[src/acs_pkg.sv]
// package: register map, fields and state of the aux converter sequencer
package acs_pkg;
   localparam logic [7:0]  OFS_CTRL1   = 8'h90;
   localparam logic [7:0]  OFS_CTRL2   = 8'h94;
   localparam logic [7:0]  OFS_STATUS  = 8'h9c;
   localparam logic [7:0]  OFS_RESULT0 = 8'ha0;
   localparam logic [15:0] CTRL1_RESET = 16'h0000;
   localparam logic [15:0] CTRL2_RESET = 16'h0000;
   localparam int          NUM_CHAN    = 5;
   localparam int          RES_W       = 12;
   localparam logic [1:0]  MASK_IGNORE = 2'h0;
   localparam logic [1:0]  MASK_INHIB  = 2'h1;
   localparam logic [1:0]  MASK_TRIG   = 2'h3;
   // continuous rate: slowest set rate and the core clock rate
   localparam int          CLK_HZ      = 25_000_000;
   localparam int          SLOW_HZ     = 1;
   localparam int          SLOW_CYCLES = CLK_HZ / SLOW_HZ;

   // control one: bit 15 down to bit 0
   typedef struct packed {
      logic       en;
      logic       cont;
      logic       poll;
      logic       hib;
      logic [3:0] rsv_hi;
      logic [4:0] sel;     // [4] temp .. [0] aux four
      logic [2:0] rsv_lo;
   } acs_ctrl1_type;

   typedef struct packed {
      logic [1:0] rsv_a;
      logic [1:0] mask_mode;
      logic       rsv_b;
      logic [2:0] rate;
      logic [6:0] rsv_c;
      logic       hold;
   } acs_ctrl2_type;

   typedef enum {ST_IDLE, ST_ISSUE, ST_WAIT} acs_fsm_type;

   typedef struct packed {
      acs_ctrl1_type                       c1;
      acs_ctrl2_type                       c2;
      acs_fsm_type                         fsm;
      logic [2:0]                          chan;
      logic [NUM_CHAN-1:0][RES_W-1:0]      res;
      logic [NUM_CHAN-1:0]                 fresh;
      logic [31:0]                         tmr;
      logic                                pend;
      logic                                msk_meta;
      logic                                msk_sync;
      logic                                msk_prev;
      logic                                pready;
      logic                                pslverr;
      logic [31:0]                         prdata;
      logic                                start;
      logic                                conv_on;
      logic                                busy;
   } acs_state_type;
endpackage : acs_pkg

[src/acs_sequencer.sv]
// aux converter sequencer: apb registers, channel scan and trigger logic
//
// Implementation choice: the APB slave port.
`timescale 1ns/1ps
// Overview of operation
// [RULE1] no conversion starts while the enable bit 15 is clear
// [RULE2] mode bit 14: zero polls, one runs continuously
// [RULE3] writing one to poll bit 13 starts one set over enabled channels
// [RULE4] poll bit clears itself when that set has finished
// [RULE5] hibernate with bit 12 set disables the converter, else unaffected
// [RULE6] temperature channel measured only when bit 7 set
// [RULE7] battery channel measured only when bit 6 set
// [RULE8] line channel measured only when bit 5 set
// [RULE9] usb channel measured only when bit 4 set
// [RULE10] aux four input measured only when bit 3 set
// [RULE11] power state machine reset returns every control field to zero
// [RULE12] continuous sets repeat at 1,4,8..256 per second by rate code
// [RULE13] hold option delays new sets until previous results are read
// [RULE14] mask input ignored, inhibits sets, or triggers sets itself
// [RULE15] results are 12-bit values, zero is 0V, all ones the reference
module acs_sequencer #(
   parameter int SLOW_PERIOD = acs_pkg::SLOW_CYCLES
) (
   input  wire logic        core_clk,
   input  wire logic        reset_n,
   input  wire logic        psel,
   input  wire logic        penable,
   input  wire logic        pwrite,
   input  wire logic [7:0]  paddr,
   input  wire logic [31:0] pwdata,
   output logic             pready,
   output logic [31:0]      prdata,
   output logic             pslverr,
   input  wire logic        psm_reset,
   input  wire logic        hibernate,
   input  wire logic        mask_in,
   input  wire logic        conv_done,
   input  wire logic [11:0] conv_data,
   output logic             conv_start,
   output logic [2:0]       conv_channel,
   output logic             conv_on,
   output logic             set_busy
);
   acs_pkg::acs_state_type s;
   acs_pkg::acs_state_type next_s;
   logic                   run_ok;
   logic                   hold_block;
   logic                   acc_first;
   logic                   acc_done;
   logic                   wr;
   logic                   rd;

   // period of one set for a rate code, rounded down to whole cycles
   function automatic logic [31:0] period(input logic [2:0] code);
      logic [31:0] base;
      base = 32'(SLOW_PERIOD);
      if (code == 3'h0) begin
         period = base;
      end else begin
         period = base >> (32'(code) + 32'h1);
      end
   endfunction : period

   // converter may run only when enabled, awake and not masked
   always_comb begin
      run_ok = s.c1.en                                  // RULE1
         && !(hibernate && s.c1.hib)                    // RULE5
         && !(s.c2.mask_mode == acs_pkg::MASK_INHIB
              && s.msk_sync);                           // RULE14
      hold_block = s.c2.hold && (|s.fresh);             // RULE13
   end

   // apb phases: one wait state, actions on the completing edge
   assign acc_first = psel && penable && !s.pready;
   assign acc_done  = psel && penable && s.pready;
   assign wr        = acc_done && pwrite;
   assign rd        = acc_done && !pwrite;

   always_comb begin
      next_s          = s;
      next_s.pready   = 1'b0;
      next_s.start    = 1'b0;
      // mask pin synchroniser, edge taken after the second stage
      next_s.msk_meta = mask_in;
      next_s.msk_sync = s.msk_meta;
      next_s.msk_prev = s.msk_sync;

      // read data and error are registered on the same edge that raises pready
      if (acc_first) begin
         next_s.pready  = 1'b1;
         next_s.pslverr = 1'b0;
         next_s.prdata  = 32'h0;
         if (paddr == acs_pkg::OFS_CTRL1) begin
            next_s.prdata = {16'h0, s.c1};
         end else if (paddr == acs_pkg::OFS_CTRL2) begin
            next_s.prdata = {16'h0, s.c2};
         end else if (paddr == acs_pkg::OFS_STATUS) begin
            next_s.prdata = {16'h0, 7'h0, s.busy, 3'h0, s.fresh};
         end else if (paddr >= acs_pkg::OFS_RESULT0
                      && paddr < acs_pkg::OFS_RESULT0 + 8'h14
                      && paddr[1:0] == 2'h0) begin
            next_s.prdata = {20'h0,
               s.res[3'(paddr[4:2] - acs_pkg::OFS_RESULT0[4:2])]}; // RULE15
         end else begin
            next_s.pslverr = 1'b1;
         end
      end

      // reading a result releases it for the hold option
      if (rd && paddr >= acs_pkg::OFS_RESULT0
          && paddr < acs_pkg::OFS_RESULT0 + 8'h14) begin
         next_s.fresh[3'(paddr[4:2] - acs_pkg::OFS_RESULT0[4:2])] = 1'b0;
      end

      // continuous timer, reloaded at each expiry from the rate code
      if (!run_ok || !s.c1.cont
          || s.c2.mask_mode == acs_pkg::MASK_TRIG) begin
         next_s.tmr = period(s.c2.rate);
      end else if (s.tmr == 32'h0) begin
         next_s.tmr  = period(s.c2.rate) - 32'h1;          // RULE12
         next_s.pend = 1'b1;                                // RULE2
      end else begin
         next_s.tmr = s.tmr - 32'h1;
      end
      if (s.c2.mask_mode == acs_pkg::MASK_TRIG
          && s.msk_sync && !s.msk_prev) begin
         next_s.pend = 1'b1;                                // RULE14
      end

      // set scan: walk the channels, convert only the selected ones
      case (s.fsm)
         acs_pkg::ST_IDLE: begin
            if (run_ok && !hold_block) begin
               if (s.c2.mask_mode == acs_pkg::MASK_TRIG
                   || s.c1.cont) begin
                  if (s.pend) begin
                     next_s.pend = 1'b0;
                     next_s.fsm  = acs_pkg::ST_ISSUE;
                     next_s.chan = 3'h0;
                     next_s.busy = 1'b1;
                  end
               end else if (s.c1.poll) begin                // RULE3
                  next_s.fsm  = acs_pkg::ST_ISSUE;
                  next_s.chan = 3'h0;
                  next_s.busy = 1'b1;
               end
            end
         end
         acs_pkg::ST_ISSUE: begin
            if (!run_ok) begin
               next_s.fsm  = acs_pkg::ST_IDLE;
               next_s.busy = 1'b0;
            end else if (s.chan == 3'(acs_pkg::NUM_CHAN)) begin
               next_s.fsm     = acs_pkg::ST_IDLE;
               next_s.busy    = 1'b0;
               next_s.c1.poll = 1'b0;                       // RULE4
            end else if (s.c1.sel[s.chan]) begin // RULE6 RULE7 RULE8 RULE9 RULE10
               next_s.start = 1'b1;
               next_s.fsm   = acs_pkg::ST_WAIT;
            end else begin
               next_s.chan = s.chan + 3'h1;
            end
         end
         acs_pkg::ST_WAIT: begin
            if (!run_ok) begin
               next_s.fsm  = acs_pkg::ST_IDLE;
               next_s.busy = 1'b0;
            end else if (conv_done) begin
               next_s.res[s.chan]   = conv_data;            // RULE15
               next_s.fresh[s.chan] = 1'b1;                 // RULE13
               next_s.chan          = s.chan + 3'h1;
               next_s.fsm           = acs_pkg::ST_ISSUE;
            end
         end
         default: begin
            next_s.fsm = acs_pkg::ST_IDLE;
         end
      endcase

      // software writes come after the self clear, so a new poll wins
      if (wr && paddr == acs_pkg::OFS_CTRL1) begin
         next_s.c1        = acs_pkg::acs_ctrl1_type'(pwdata[15:0]);
         next_s.c1.rsv_hi = 4'h0;
         next_s.c1.rsv_lo = 3'h0;
         // a poll only counts in polling mode, else it would never clear
         next_s.c1.poll = pwdata[13] && !pwdata[14]
            && s.c2.mask_mode != acs_pkg::MASK_TRIG;        // RULE3
         if (!pwdata[13] && s.c1.poll) begin
            next_s.c1.poll = s.c1.poll && next_s.c1.poll;
         end
      end
      if (wr && paddr == acs_pkg::OFS_CTRL2) begin
         next_s.c2       = acs_pkg::acs_ctrl2_type'(pwdata[15:0]);
         next_s.c2.rsv_a = 2'h0;
         next_s.c2.rsv_b = 1'b0;
         next_s.c2.rsv_c = 7'h0;
      end

      // power state machine reset clears every control field
      if (psm_reset) begin
         next_s.c1   = acs_pkg::CTRL1_RESET;                // RULE11
         next_s.c2   = acs_pkg::CTRL2_RESET;                // RULE11
         next_s.pend = 1'b0;
      end
      next_s.conv_on = run_ok;
   end

   // one register for the whole state
   always_ff @(posedge core_clk or negedge reset_n) begin
      if (!reset_n) begin
         s        <= '0;
         s.c1     <= acs_pkg::CTRL1_RESET;
         s.c2     <= acs_pkg::CTRL2_RESET;
         s.fsm    <= acs_pkg::ST_IDLE;
      end else begin
         s <= next_s;
      end
   end

   // outputs straight from the state register
   assign pready       = s.pready;
   assign prdata       = s.prdata;
   assign pslverr      = s.pslverr;
   assign conv_start   = s.start;
   assign conv_channel = s.chan;
   assign conv_on      = s.conv_on;
   assign set_busy     = s.busy;

   // checks
   chk_start_enabled: assert property (                   // RULE1
      @(posedge core_clk) disable iff (!reset_n)
      s.start |-> $past(s.c1.en))
      else $error("conversion started while disabled");

   chk_poll_selfclear: assert property (                  // RULE4
      @(posedge core_clk) disable iff (!reset_n)
      (s.fsm == acs_pkg::ST_ISSUE && run_ok && !wr && !psm_reset
       && s.chan == 3'(acs_pkg::NUM_CHAN)) |=> !s.c1.poll && !s.busy)
      else $error("poll bit not cleared at end of set");

   chk_poll_starts: assert property (                     // RULE2 RULE3
      @(posedge core_clk) disable iff (!reset_n)
      (s.fsm == acs_pkg::ST_IDLE && run_ok && !hold_block && s.c1.poll
       && !s.c1.cont && s.c2.mask_mode != acs_pkg::MASK_TRIG)
      |=> s.fsm == acs_pkg::ST_ISSUE && s.chan == 3'h0)
      else $error("poll request did not start a set");

   chk_hib_disable: assert property (                     // RULE5
      @(posedge core_clk) disable iff (!reset_n)
      (hibernate && s.c1.hib) |=> !s.start && !s.conv_on)
      else $error("converter active in hibernate");

   chk_channel_sel: assert property (      // RULE6 RULE7 RULE8 RULE9 RULE10
      @(posedge core_clk) disable iff (!reset_n)
      s.start |-> $past(s.c1.sel[s.chan]))
      else $error("unselected channel converted");

   chk_psm_reset: assert property (                       // RULE11
      @(posedge core_clk) disable iff (!reset_n)
      psm_reset |=> s.c1 == acs_pkg::CTRL1_RESET
                    && s.c2 == acs_pkg::CTRL2_RESET)
      else $error("control fields not cleared by state machine");

   chk_rate_reload: assert property (                     // RULE12
      @(posedge core_clk) disable iff (!reset_n)
      (s.tmr == 32'h0 && run_ok && s.c1.cont
       && s.c2.mask_mode != acs_pkg::MASK_TRIG)
      |=> s.pend && s.tmr == period($past(s.c2.rate)) - 32'h1)
      else $error("continuous timer reload wrong");

   chk_hold_read: assert property (                       // RULE13
      @(posedge core_clk) disable iff (!reset_n)
      (s.fsm == acs_pkg::ST_IDLE && hold_block)
      |=> s.fsm == acs_pkg::ST_IDLE)
      else $error("set started before results were read");

   chk_mask_inhib: assert property (                      // RULE14
      @(posedge core_clk) disable iff (!reset_n)
      (s.c2.mask_mode == acs_pkg::MASK_INHIB && s.msk_sync)
      |=> !s.start)
      else $error("conversion while mask inhibits");

   chk_result_store: assert property (                    // RULE15
      @(posedge core_clk) disable iff (!reset_n)
      (s.fsm == acs_pkg::ST_WAIT && run_ok && conv_done)
      |=> s.res[$past(s.chan)] == $past(conv_data)
          && s.fresh[$past(s.chan)])
      else $error("result not stored");

   chk_apb_wait: assert property (
      @(posedge core_clk) disable iff (!reset_n)
      acc_first |=> s.pready ##1 !s.pready)
      else $error("apb answer not one wait state");

   cov_poll_set: cover property (
      @(posedge core_clk) disable iff (!reset_n)
      s.c1.poll ##[1:200] !s.c1.poll);
   cov_cont_set: cover property (
      @(posedge core_clk) disable iff (!reset_n)
      s.c1.cont && s.start);
   cov_mask_trig: cover property (
      @(posedge core_clk) disable iff (!reset_n)
      s.c2.mask_mode == acs_pkg::MASK_TRIG && s.start);
   cov_hold_wait: cover property (
      @(posedge core_clk) disable iff (!reset_n)
      hold_block && s.pend);
endmodule : acs_sequencer

[config.mk]
export PLATFORM = sky130hd
export DESIGN_NAME = acs_sequencer
export DESIGN_NICKNAME = d
export VERILOG_FILES = /design/src/acs_pkg.sv /design/src/acs_sequencer.sv
export SDC_FILE = /design/constraint.sdc
export NUM_CORES = 1
export LEC_CHECK = 0
export ABC_AREA = 1
export ABC_CLOCK_PERIOD_IN_PS = 3870
export BUFFER_PORTS_ARGS = -buffer_cell sky130_fd_sc_hd__buf_2
export CAP_MARGIN = 20
export CORE_UTILIZATION = 55
export DETAILED_ROUTE_END_ITERATION = 10
export PLACE_DENSITY = 0.73
export SLEW_MARGIN = 20
export SYNTH_ARGS = -nofsm -noshare
export SYNTH_HDL_FRONTEND = slang
export SYNTH_SLANG_ARGS = --single-unit
[constraint.sdc]
create_clock -name core_clk -period 3.87 [get_ports core_clk]
set_clock_uncertainty 0.15 [all_clocks]
set_input_delay 0.387 -clock core_clk [delete_from_list [all_inputs] [get_ports core_clk]]
set_output_delay 0.387 -clock core_clk [all_outputs]
set_load 0.01 [all_outputs]
==> run metrics, run 1 <==
outcome=complete, no violations; port bufs=65; top cells by area, synth=dfrtp_1 (44%), nand2_1 (14%), o21ai_0 (8.5%), nor2_1 (6.0%), inv_1 (5.6%); Setup-failing EPs final=0; Clk pwr share=0.411; Die Ht=between 100 and 150 um; sequential power share=0.427; multi-input logic area=between 0.003 and 0.004 mm^2; number of fill cells=around 1.4k; f_max=~330 MHz; initial core utilization=0.5627; Max Slew Vio Count=0; remaining global-route overflow=0; yosys warns=0; share of the synthesized area in the top cell type=0.4362; P_leak=~4.4 nW; Clock Path Buffers=2; switch share=0.3100; Max-slew headroom=0.3196; grt met1 use=0.4072; Peak VDD IR=between 0.0003 and 0.0004 V; Pint=between 0.002 and 0.003 W; Layout area overhead=10.49%; CTS Root Buffer Type=clkbuf_16; vias in the first global route=around 6.6k; Startpoint Class=register; worst slew pin tran=roughly 1.0 ns; I/O pin cnt=roughly 100; Synth Area in XOR/XNOR=0.009676; Clock transition at path regs=approximately 0.07 ns; die area=0.01530 mm^2; CP Class=register to register; later-pin clock latency in the skew report=about 0.43 ns; core region area=around 0.014 mm^2; antenna violations before repair=0; Synth Area in Compound Gates=0.1407; Storage cell area=around 0.0036 mm^2; Hold Violations, Final=0; Synth top cells by count=nand2_1 (308), dfrtp_1 (142), o21ai_0 (139); clock sink total=around 140; num rows=44; Synth area leader=dfrtp_1; met2 Usage GRT=0.4309; largest net degree at the start of global routing=86; ys flop type=dfrtp_1; antenna cells=0; routed vias/inst=5.365; Tmin final=2.996 ns; synthesized area=~0.0081 mm^2; ANT nets after route=0; mux share of post-synthesis cell area=0; CTS Buf Count=17; Comb power frac=0.162; grt met3 use=0.04670; Synth Area in Simple Gates=0.2889; HP Class=input pin to register; residual DRC count=0; drt total wl=between 20000 and 25000 um; Avg Cell Area, Syn=about 7.3 um^2; CTS tree=built; main combinational cell family by area after synthesis=simple AND/OR/NAND/NOR gates; GRT Util Overall=0.2848; nets=~1.2k; busiest grt layer=met2; Final TNS setup=0 ns; final instance area=0.009001 mm^2; count leader, synth=nand2_1; RSZ-0062 raised after global routing=false; EDFF count, synth=0; First DRT Iteration DRCs=650; adder-cell share of the synthesized area=0.01229; Vias=slightly above 7k; PD cells=~420 mW/mm^2; WP data required=a little over 4 ns; Synth cell types=just under 50; WL/cell=~15 um; hpwl dp=13900 um; sequential area share after synthesis=0.4362; fraction of layout instances using a drive strength above 1=0.1283; Crit path arrival time=~3.2 ns; Setup crit end kind=register; cell count after synthesis=approximately 1.1k; Max Cap Viol=0; H-tree levels=4; First-pass DRT Iterations=5; Die X=around 120 um; async set-reset flop share out of synthesis=1.000; switching pwr=between 0.001 and 0.0015 W; first-pass GRT wire length=32840 um; fin crit share=0.7741; Yosys reg bits=around 140; gpl congestion=0.9219; Resized Gates After CTS=0; worst-path fanout max=25; Cell Area, Placed=~0.0084 mm^2
==> state kept, by name, indices dropped and copies added (netlist names) <==
signal,flops
next_s,2
conv_start,1
conv_on,1
s,116
conv_channel,3
pslverr,1
pready,1
set_busy,1
prdata,16
==> logic make-up (layout without fill, tap and decap cells) <==
logic type,Yosys count,count (layout)
xor gates and xnor gates,9,9
DFF,142,142
other,1,16
adders and majority gates,8,8
AOI/OAI and AO/OA,207,207
and+or+nand+nor,553,553
buffers and inverters,197,234
==> area by class of cell <==
type                       instances  area share
clock inverter                    12     0.01182
timing repair buffer              77     0.04907
clock buffer                      19     0.05032
tap                              184     0.02558
multi-input combinational        793      0.4159
sequential                       142      0.3948
inverter                         126     0.05254
==> worst paths after layout <==
check,from,end,slack (ns),cells after the start
max,s[41]$_DFF_PN0_,s[60]$_DFF_PN0_,0.87,17
min,pwdata[14],s[202]$_DFFE_PN0P_,0.01,2
max reg2reg,s[41]$_DFF_PN0_,s[60]$_DFF_PN0_,0.87,17
min reg2reg,next_s[38]$_DFF_PN0_,next_s[37]$_DFF_PN0_,0.24,0
max in group asynchronous,reset_n,prdata[6]$_DFFE_PN0P_,2.31,3
min in group asynchronous,reset_n,s[52]$_DFF_PN0_,0.44,2
==> power groups by stage <==
stage               Sequential (W)  Combinational, W  Clock [W]
global placement           0.00164          0.000595          0
floorplan                  0.00162          0.000455          0
global route               0.00163          0.000693    0.00164
CTS                        0.00162          0.000608    0.00157
detailed placement         0.00164          0.000602          0
finish                     0.00162          0.000613    0.00155
==> cell usage in the layout (no fill, tap or decap), drive strengths merged, types with 19 or more instances in the layout <==
cell / n
a21oi: 26
buf: 74
clkbuf: 19
dfrtp: 142
inv: 130
nand2: 322
nand3: 58
nor2: 145
o21ai: 141
==> worst max-delay path, cell delays in order, from the launching register on <==
cell and delay (ns):
dfrtp_1 0.39, nor2_1 0.13, nand2_1 0.09, nor2_1 0.16
nand2_2 0.20, nor2_4 0.36, buf_4 0.35, nand2_1 0.08
nand2_1 0.11, nand2_1 0.10, nor2_1 0.25, nand2_1 0.11
inv_1 0.09, nand3_1 0.07, nand2_1 0.07, nand2_1 0.07
nand2_1 0.06, nand2_1 0.04
==> what timing repair did <==
item | in CTS | in global routing
endpoints found under the hold margin | 86 | 0
hold buffers | 3 | 0
buffers inserted | 0 | 0
==> stage by stage <==
step                      utilization  total power (W)  setup WS [ns]  std cells  hold slack (ns)
after detailed placement       0.5810         0.002244         0.9497       1319           0.2149
final                          0.6217         0.003784         0.8743       1353          0.01467
after global routing           0.6217         0.003963         0.6038       1353          0.01488
after CTS                      0.6217         0.003799         0.9137       1353         0.007624
after floorplan                     -         0.002078          1.585       1132         -0.05859
after global placement         0.5810         0.002237         0.9516       1319           0.2145
==> per-layer routing <==
metal	vias to the layer above	routed length, um
li1	3611	-
met1	3398	9839
met2	221	8982
met3	29	1161
met4	0	400
met5	-	0
(Power assumes the default switching activity.)
==> run 2, diff against run 1 <==
ABC_CLOCK_PERIOD_IN_PS = 3000   (was 3870)
clock period = 3 ns   (was 3.87 ns; I/O delays follow)
==> run metrics, run 2 (synthesis gave the netlist of run 1 again) <==
most frequent cells in the layout=nand2_1 (308), dfrtp_1 (142), o21ai_0 (139), nor2_1 (130), inv_1 (121); ANT nets after route=0 (unchanged); hpwl dp=14360 um (+3.3%); Clk pwr share=0.427 (+0.016); Largest register FFs=116 (unchanged); Peak VDD IR=0.0004282 V (+26%); CTS tree=built; later-pin clock latency in the skew report=0.43 ns (about the same); Die X=123.7 um (unchanged); Max Slew Vio Count=0 (unchanged); most frequent CP cell=nand2_1; Vias=7325 (+0.91%); Clock transition at path regs=0.06 ns (about the same); switch share=0.3043 (-0.005680); reg2reg path depth=17 (unchanged); GRT Util Overall=0.2859 (+0.001069); switching pwr=0.001537 W (+31%); largest net degree at the start of global routing=69 (-20%); CTS Root Buffer Type=clkbuf_16; core region area=0.01448 mm^2 (unchanged); First-pass DRT Iterations=6 (+1); Cell Chain, Critical Path=nor2_2 -> nand2_1 -> nor2_2 -> nand2_4 -> nor2_4 -> buf_4 -> nand2_1 -> nand2_1 -> nand2_1 -> nor2_1 -> nand2_1 -> inv_1 -> nand3_1 -> nand2_1 -> nand2_1 -> nand2_1 -> nand2_1; fin crit share=0.9074 (+0.1333); sequential power share=0.414 (-0.013); fraction of layout instances using a drive strength above 1=0.1338 (+0.005524); gpl congestion=0.9616 (+4.3%); remaining global-route overflow=0 (unchanged); fin util=0.6356 (+0.01391); Crit path arrival time=2.88 ns (-0.29 ns); drt total wl=20730 um (+1.7%); register with the highest flop count=s; routed vias/inst=5.339 (-0.49%); Max-slew headroom=0.3552 (+0.03558); num rows=44 (unchanged); antenna cells=0 (unchanged); worst hold slack=0.02286 ns (+0.008196 ns); PD cells=548.8 mW/mm^2 (+31%); Max stage delay on crit path=0.43 ns (+0.04 ns); hold path cells=3 (+1); residual DRC count=0 (unchanged); CP Class=register to register; Final TNS setup=0 ns (unchanged); Resized Gates After CTS=0 (unchanged); Setup crit end kind=register; Tmin final=2.722 ns (-0.2737 ns); CTS Buf Count=17 (unchanged); RSZ-0062 raised after global routing=false; Max Cap Viol=0 (unchanged); f_max=367.4 MHz (+10%); Critical-path top delay cell=dfrtp_1; Die Ht=123.7 um (unchanged); initial core utilization=0.5627 (unchanged); Startpoint Class=register; I/O pin cnt=101 (unchanged); P_leak=4.492 nW (+2.4%); HP Class=input pin to register; Setup-failing EPs final=0 (unchanged); worst-path fanout max=18 (-28%); Hold Violations, Final=0 (unchanged); WL/cell=15.11 um (+0.29%); Clock Path Buffers=2 (unchanged); Comb power frac=0.160 (-0.002); vias in the first global route=6499 (-0.99%); die area=0.01530 mm^2 (unchanged); First DRT Iteration DRCs=675 (+3.8%); outcome=complete, no violations; nets=1244 (+1.5%); port bufs=65 (unchanged); antenna violations before repair=0 (unchanged); Pint=0.003514 W (+35%); first-pass GRT wire length=33060 um (+0.67%); worst slew pin tran=0.9661 ns (-0.05158 ns); H-tree levels=4 (unchanged); WP data required=3.16 ns (-0.89 ns); Layout area overhead=12.96%; setup bufs post-CTS=0 (unchanged); clock sink total=142 (unchanged); most common cell after layout, fill and taps aside=nand2_1
run 2: cell count changes in the layout (fill, tap and decap cells not counted), sizes merged:
| cell | change |
|---|---|
| clkbuf | -2 |
| clkinv | +1 |
| clkinvlp | -2 |
| bufinv | +2 |
| inv | +2 |
| buf | +8 |
| dlygate4sd3 | +10 |
run 2: area by class of cell:
cell class                      instances  area (um^2)
Inverter                              126        473.0
Clock inverter                         15        175.2
Sequential cell                       142         3553
Timing Repair Buffer                   95        601.8
Clock buffer                           17        425.4
Multi-Input combinational cell        793         3744
Fill cell                            1288         5276
Tap cell                              184        230.2
run 2: worst max-delay path, delay by kind of cell, from the launching register on:
family / cells / cell delay [ns]
DFF: 1 / 0.43
and+or+nand+nor: 15 / 1.65
buffers and inverters: 2 / 0.37
run 2: layer usage:
layer / track usage / up-vias / routed length, um
met3: 0.05815 / 30 / 1230
met2: 0.4417 / 251 / 9315
met5: 0 / - / 0
met4: 0.06852 / 0 / 301
met1: 0.4113 / 3385 / 9882
li1: - / 3659 / -
run 2: metrics by stage:
stage / setup slack (ns) / std cells / cell area, um^2 / power, W
floorplan: 0.7146 / 1132 / 8203 / 0.002680
global placement: 0.3747 / 1327 / 8472 / 0.002891
detailed placement: 0.3476 / 1327 / 8472 / 0.002901
CTS: 0.3120 / 1372 / 9203 / 0.005064
global route: 0.02334 / 1372 / 9203 / 0.005284
finish: 0.2779 / 1372 / 9203 / 0.005050
run 2: power by group through the flow:
stage                     Sequential (W)  Combinational [W]  Clock (W)
after detailed placement         0.00212           0.000780          0
after CTS                        0.00209           0.000799    0.00218
final                            0.00209           0.000806    0.00216
after global routing             0.00210           0.000918    0.00227
after global placement           0.00212           0.000770          0
after floorplan                  0.00209           0.000587          0
run 2: timing repair:
action / 4_1_cts / 5_1_grt
hold buffers: 13 / 0
hold endpoints to repair: 79 / 0
setup endpoints to repair: 0 / 0
run 2: final timing paths:
path                            slack (ns)            startpoint                     to
worst max-delay path                  0.28       s[68]$_DFF_PN0_        s[60]$_DFF_PN0_
worst min-delay path                  0.02            pwdata[13]     s[202]$_DFFE_PN0P_
worst max register to register        0.28       s[68]$_DFF_PN0_        s[60]$_DFF_PN0_
worst min register to register        0.20  next_s[38]$_DFF_PN0_   next_s[37]$_DFF_PN0_
max in group asynchronous             1.68               reset_n  prdata[1]$_DFFE_PN0P_
min in group asynchronous             0.31               reset_n        s[61]$_DFF_PN0_
==> run 3, diff against run 2 <==
CORE_UTILIZATION = 59   (was 55)
PLACE_DENSITY = 0.78   (was 0.73)
SKIP_CTS_REPAIR_TIMING = 1   (was not set)
==> run metrics, run 3 (synthesis gave the netlist of run 1 again) <==
critical path depth=15 (-2); gpl congestion=0.9167 (-4.7%); CTS tree=built; Largest register FFs=116 (unchanged); reg2reg path depth=15 (-2); CP endpoint=s[69]$_DFF_PN0_; worst slew pin tran=0.9268 ns (-0.03927 ns); routed vias/inst=5.542 (+3.8%); later-pin clock latency in the skew report=0.43 ns (about the same); f_max=359.5 MHz (-2.1%); antenna cells=0 (unchanged); I/O pin cnt=101 (unchanged); P_leak=4.460 nW (-0.72%); worst-path fanout max=9 (-9); PD cells=542.9 mW/mm^2 (-1.1%); Tot Pwr=0.004956 W (-1.9%); register with the highest flop count=s; Vias=7531 (+2.8%); Final TNS setup=0 ns (unchanged); Storage cell area=0.003553 mm^2 (unchanged); initial core utilization=0.6103 (+0.04768); final instance area=0.009129 mm^2 (-0.80%); worst hold slack=-0.007232 ns (-0.03010 ns); Crit path arrival time=2.94 ns (+0.06 ns); most common cell after layout, fill and taps aside=nand2_1; First-pass DRT Iterations=5 (-1); Layout area overhead=12.06%; vias in the first global route=6976 (+7.3%); core region area=0.01335 mm^2 (-7.8%); largest net degree at the start of global routing=72 (+4.3%); outcome=finished with violations; crit-path leading delay family=simple AND/OR/NAND/NOR gates; multi-input logic area=0.003744 mm^2 (unchanged); nets=1239 (-0.40%); First DRT Iteration DRCs=776 (+15%); die area=0.01428 mm^2 (-6.7%); GRT Util Overall=0.3116 (+0.02571); WL/cell=15.53 um (+2.8%); WP data required=3.16 ns (about the same); antenna violations before repair=0 (unchanged); residual DRC count=0 (unchanged); most frequent cells in the layout=nand2_1 (308), dfrtp_1 (142), o21ai_0 (139), nor2_1 (130), inv_1 (121); RR Endpoint=s[69]$_DFF_PN0_; Max-slew headroom=0.3814 (+0.02621); Die X=119.5 um (-3.4%); remaining global-route overflow=0 (unchanged); Max Cap Viol=0 (unchanged); first-pass GRT wire length=34480 um (+4.3%); CP Buf/Inv Count=0 (-2); worst r2r src=s[50]$_DFF_PN0_; Clock Path Buffers=2 (unchanged); CP Class=register to register; num rows=42 (-4.5%); port bufs=65 (unchanged); fraction of layout instances using a drive strength above 1=0.1344 (+0.0005657); RSZ-0062 raised after global routing=false; CTS Buf Count=17 (unchanged); Hold Violations, Final=2 (+2); Tmin final=2.781 ns (+0.05924 ns); Clock transition at path regs=0.06 ns (about the same); CTS Root Buffer Type=clkbuf_16; Max Slew Vio Count=0 (unchanged); Die Ht=119.5 um (-3.4%); Critical Path Source=s[50]$_DFF_PN0_; Peak VDD IR=0.0004076 V (-4.8%); Startpoint Class=register; fin crit share=0.9271 (+0.01975); H-tree levels=4 (unchanged); HP Class=input pin to register; clock sink total=142 (unchanged); Cell Area, Placed=0.008482 mm^2 (+0.12%); number of fill cells=1132 (-12%); R2R Setup Slk=0.22 ns (-0.06 ns); ANT nets after route=0 (unchanged); Critical-path top delay cell=dfrtp_1; Max stage delay on crit path=0.38 ns (-0.05 ns); Setup crit end kind=register; drt total wl=21100 um (+1.8%); hpwl dp=14610 um (+1.7%); failing checks=negative hold slack; Setup-failing EPs final=0 (unchanged); Cell Chain, Critical Path=nor2_1 -> nand2_1 -> nor2_1 -> nand2_2 -> nor2_4 -> nand2_2 -> nand2_4 -> ha_1 -> nand2_1 -> nor2_2 -> nand3_1 -> nor2_1 -> nand2_1 -> nand2_1 -> nor2_1
## run 3: worst min-delay path by stage
stage                         start  slack (ns)                     endpoint  cells past startpoint
2_1_floorplan               reset_n       -0.15  conv_channel[0]$_DFFE_PN0P_                      0
3_3_place_gp   next_s[38]$_DFF_PN0_        0.19         next_s[37]$_DFF_PN0_                      0
3_5_place_dp   next_s[38]$_DFF_PN0_        0.20         next_s[37]$_DFF_PN0_                      0
4_1_cts                     reset_n       -0.24           s[142]$_DFFE_PN0P_                      1
5_1_grt                   pwdata[7]       0.006           s[196]$_DFFE_PN0P_                      3
6_report                  pwdata[9]      -0.007           s[182]$_DFFE_PN0P_                      3
## run 3: where the power goes
part           leakage, nW  internal (W)  switching, W  total [W]
Combinational         2.29      0.000257      0.000555   0.000812
Clock                0.276       0.00121      0.000842    0.00205
Sequential            1.89       0.00200     0.0000868    0.00209
Total                 4.46       0.00347       0.00148    0.00496
## run 3: worst register-to-register path, stage by stage (launching register included)
cell and delay (ns):
dfrtp_1 0.38, nor2_1 0.14, nand2_1 0.07, nor2_1 0.17, nand2_2 0.19, nor2_4 0.19
nand2_2 0.09, nand2_4 0.08, ha_1 0.22, nand2_1 0.10, nor2_2 0.32, nand3_1 0.20
nor2_1 0.19, nand2_1 0.07, nand2_1 0.06, nor2_1 0.04
## run 3: per-stage QoR
stage	setup slack [ns]	std cells	hold WS, ns	util
6_report	0.2187	1359	-0.007232	0.6839
5_1_grt	0.05876	1359	0.005760	0.6839
4_1_cts	0.3271	1352	-0.2371	0.6787
3_5_place_dp	0.3601	1320	0.1972	0.6355
3_3_place_gp	0.3971	1320	0.1874	0.6355
2_1_floorplan	0.7146	1132	-0.1456	-
## run 3: routing by layer
layer  routed length, um  part of all wire  GRT usage  vias to the layer above
met5                   0                 0          0                        -
met4                 479             0.023     0.1141                        0
met3                1600             0.076    0.06369                       44
met2                9455              0.45     0.4733                      320
met1                9564              0.45     0.4423                     3531
li1                    -                 -          -                     3636
## run 3: area by class of cell
type,count,area share
Clock buffer,21,0.05154
Tap cell,176,0.02412
Sequential cell,142,0.3893
Clock inverter,11,0.01165
Inverter,126,0.05181
Timing Repair Buffer,90,0.06154
Multi-Input combinational cell,793,0.4101
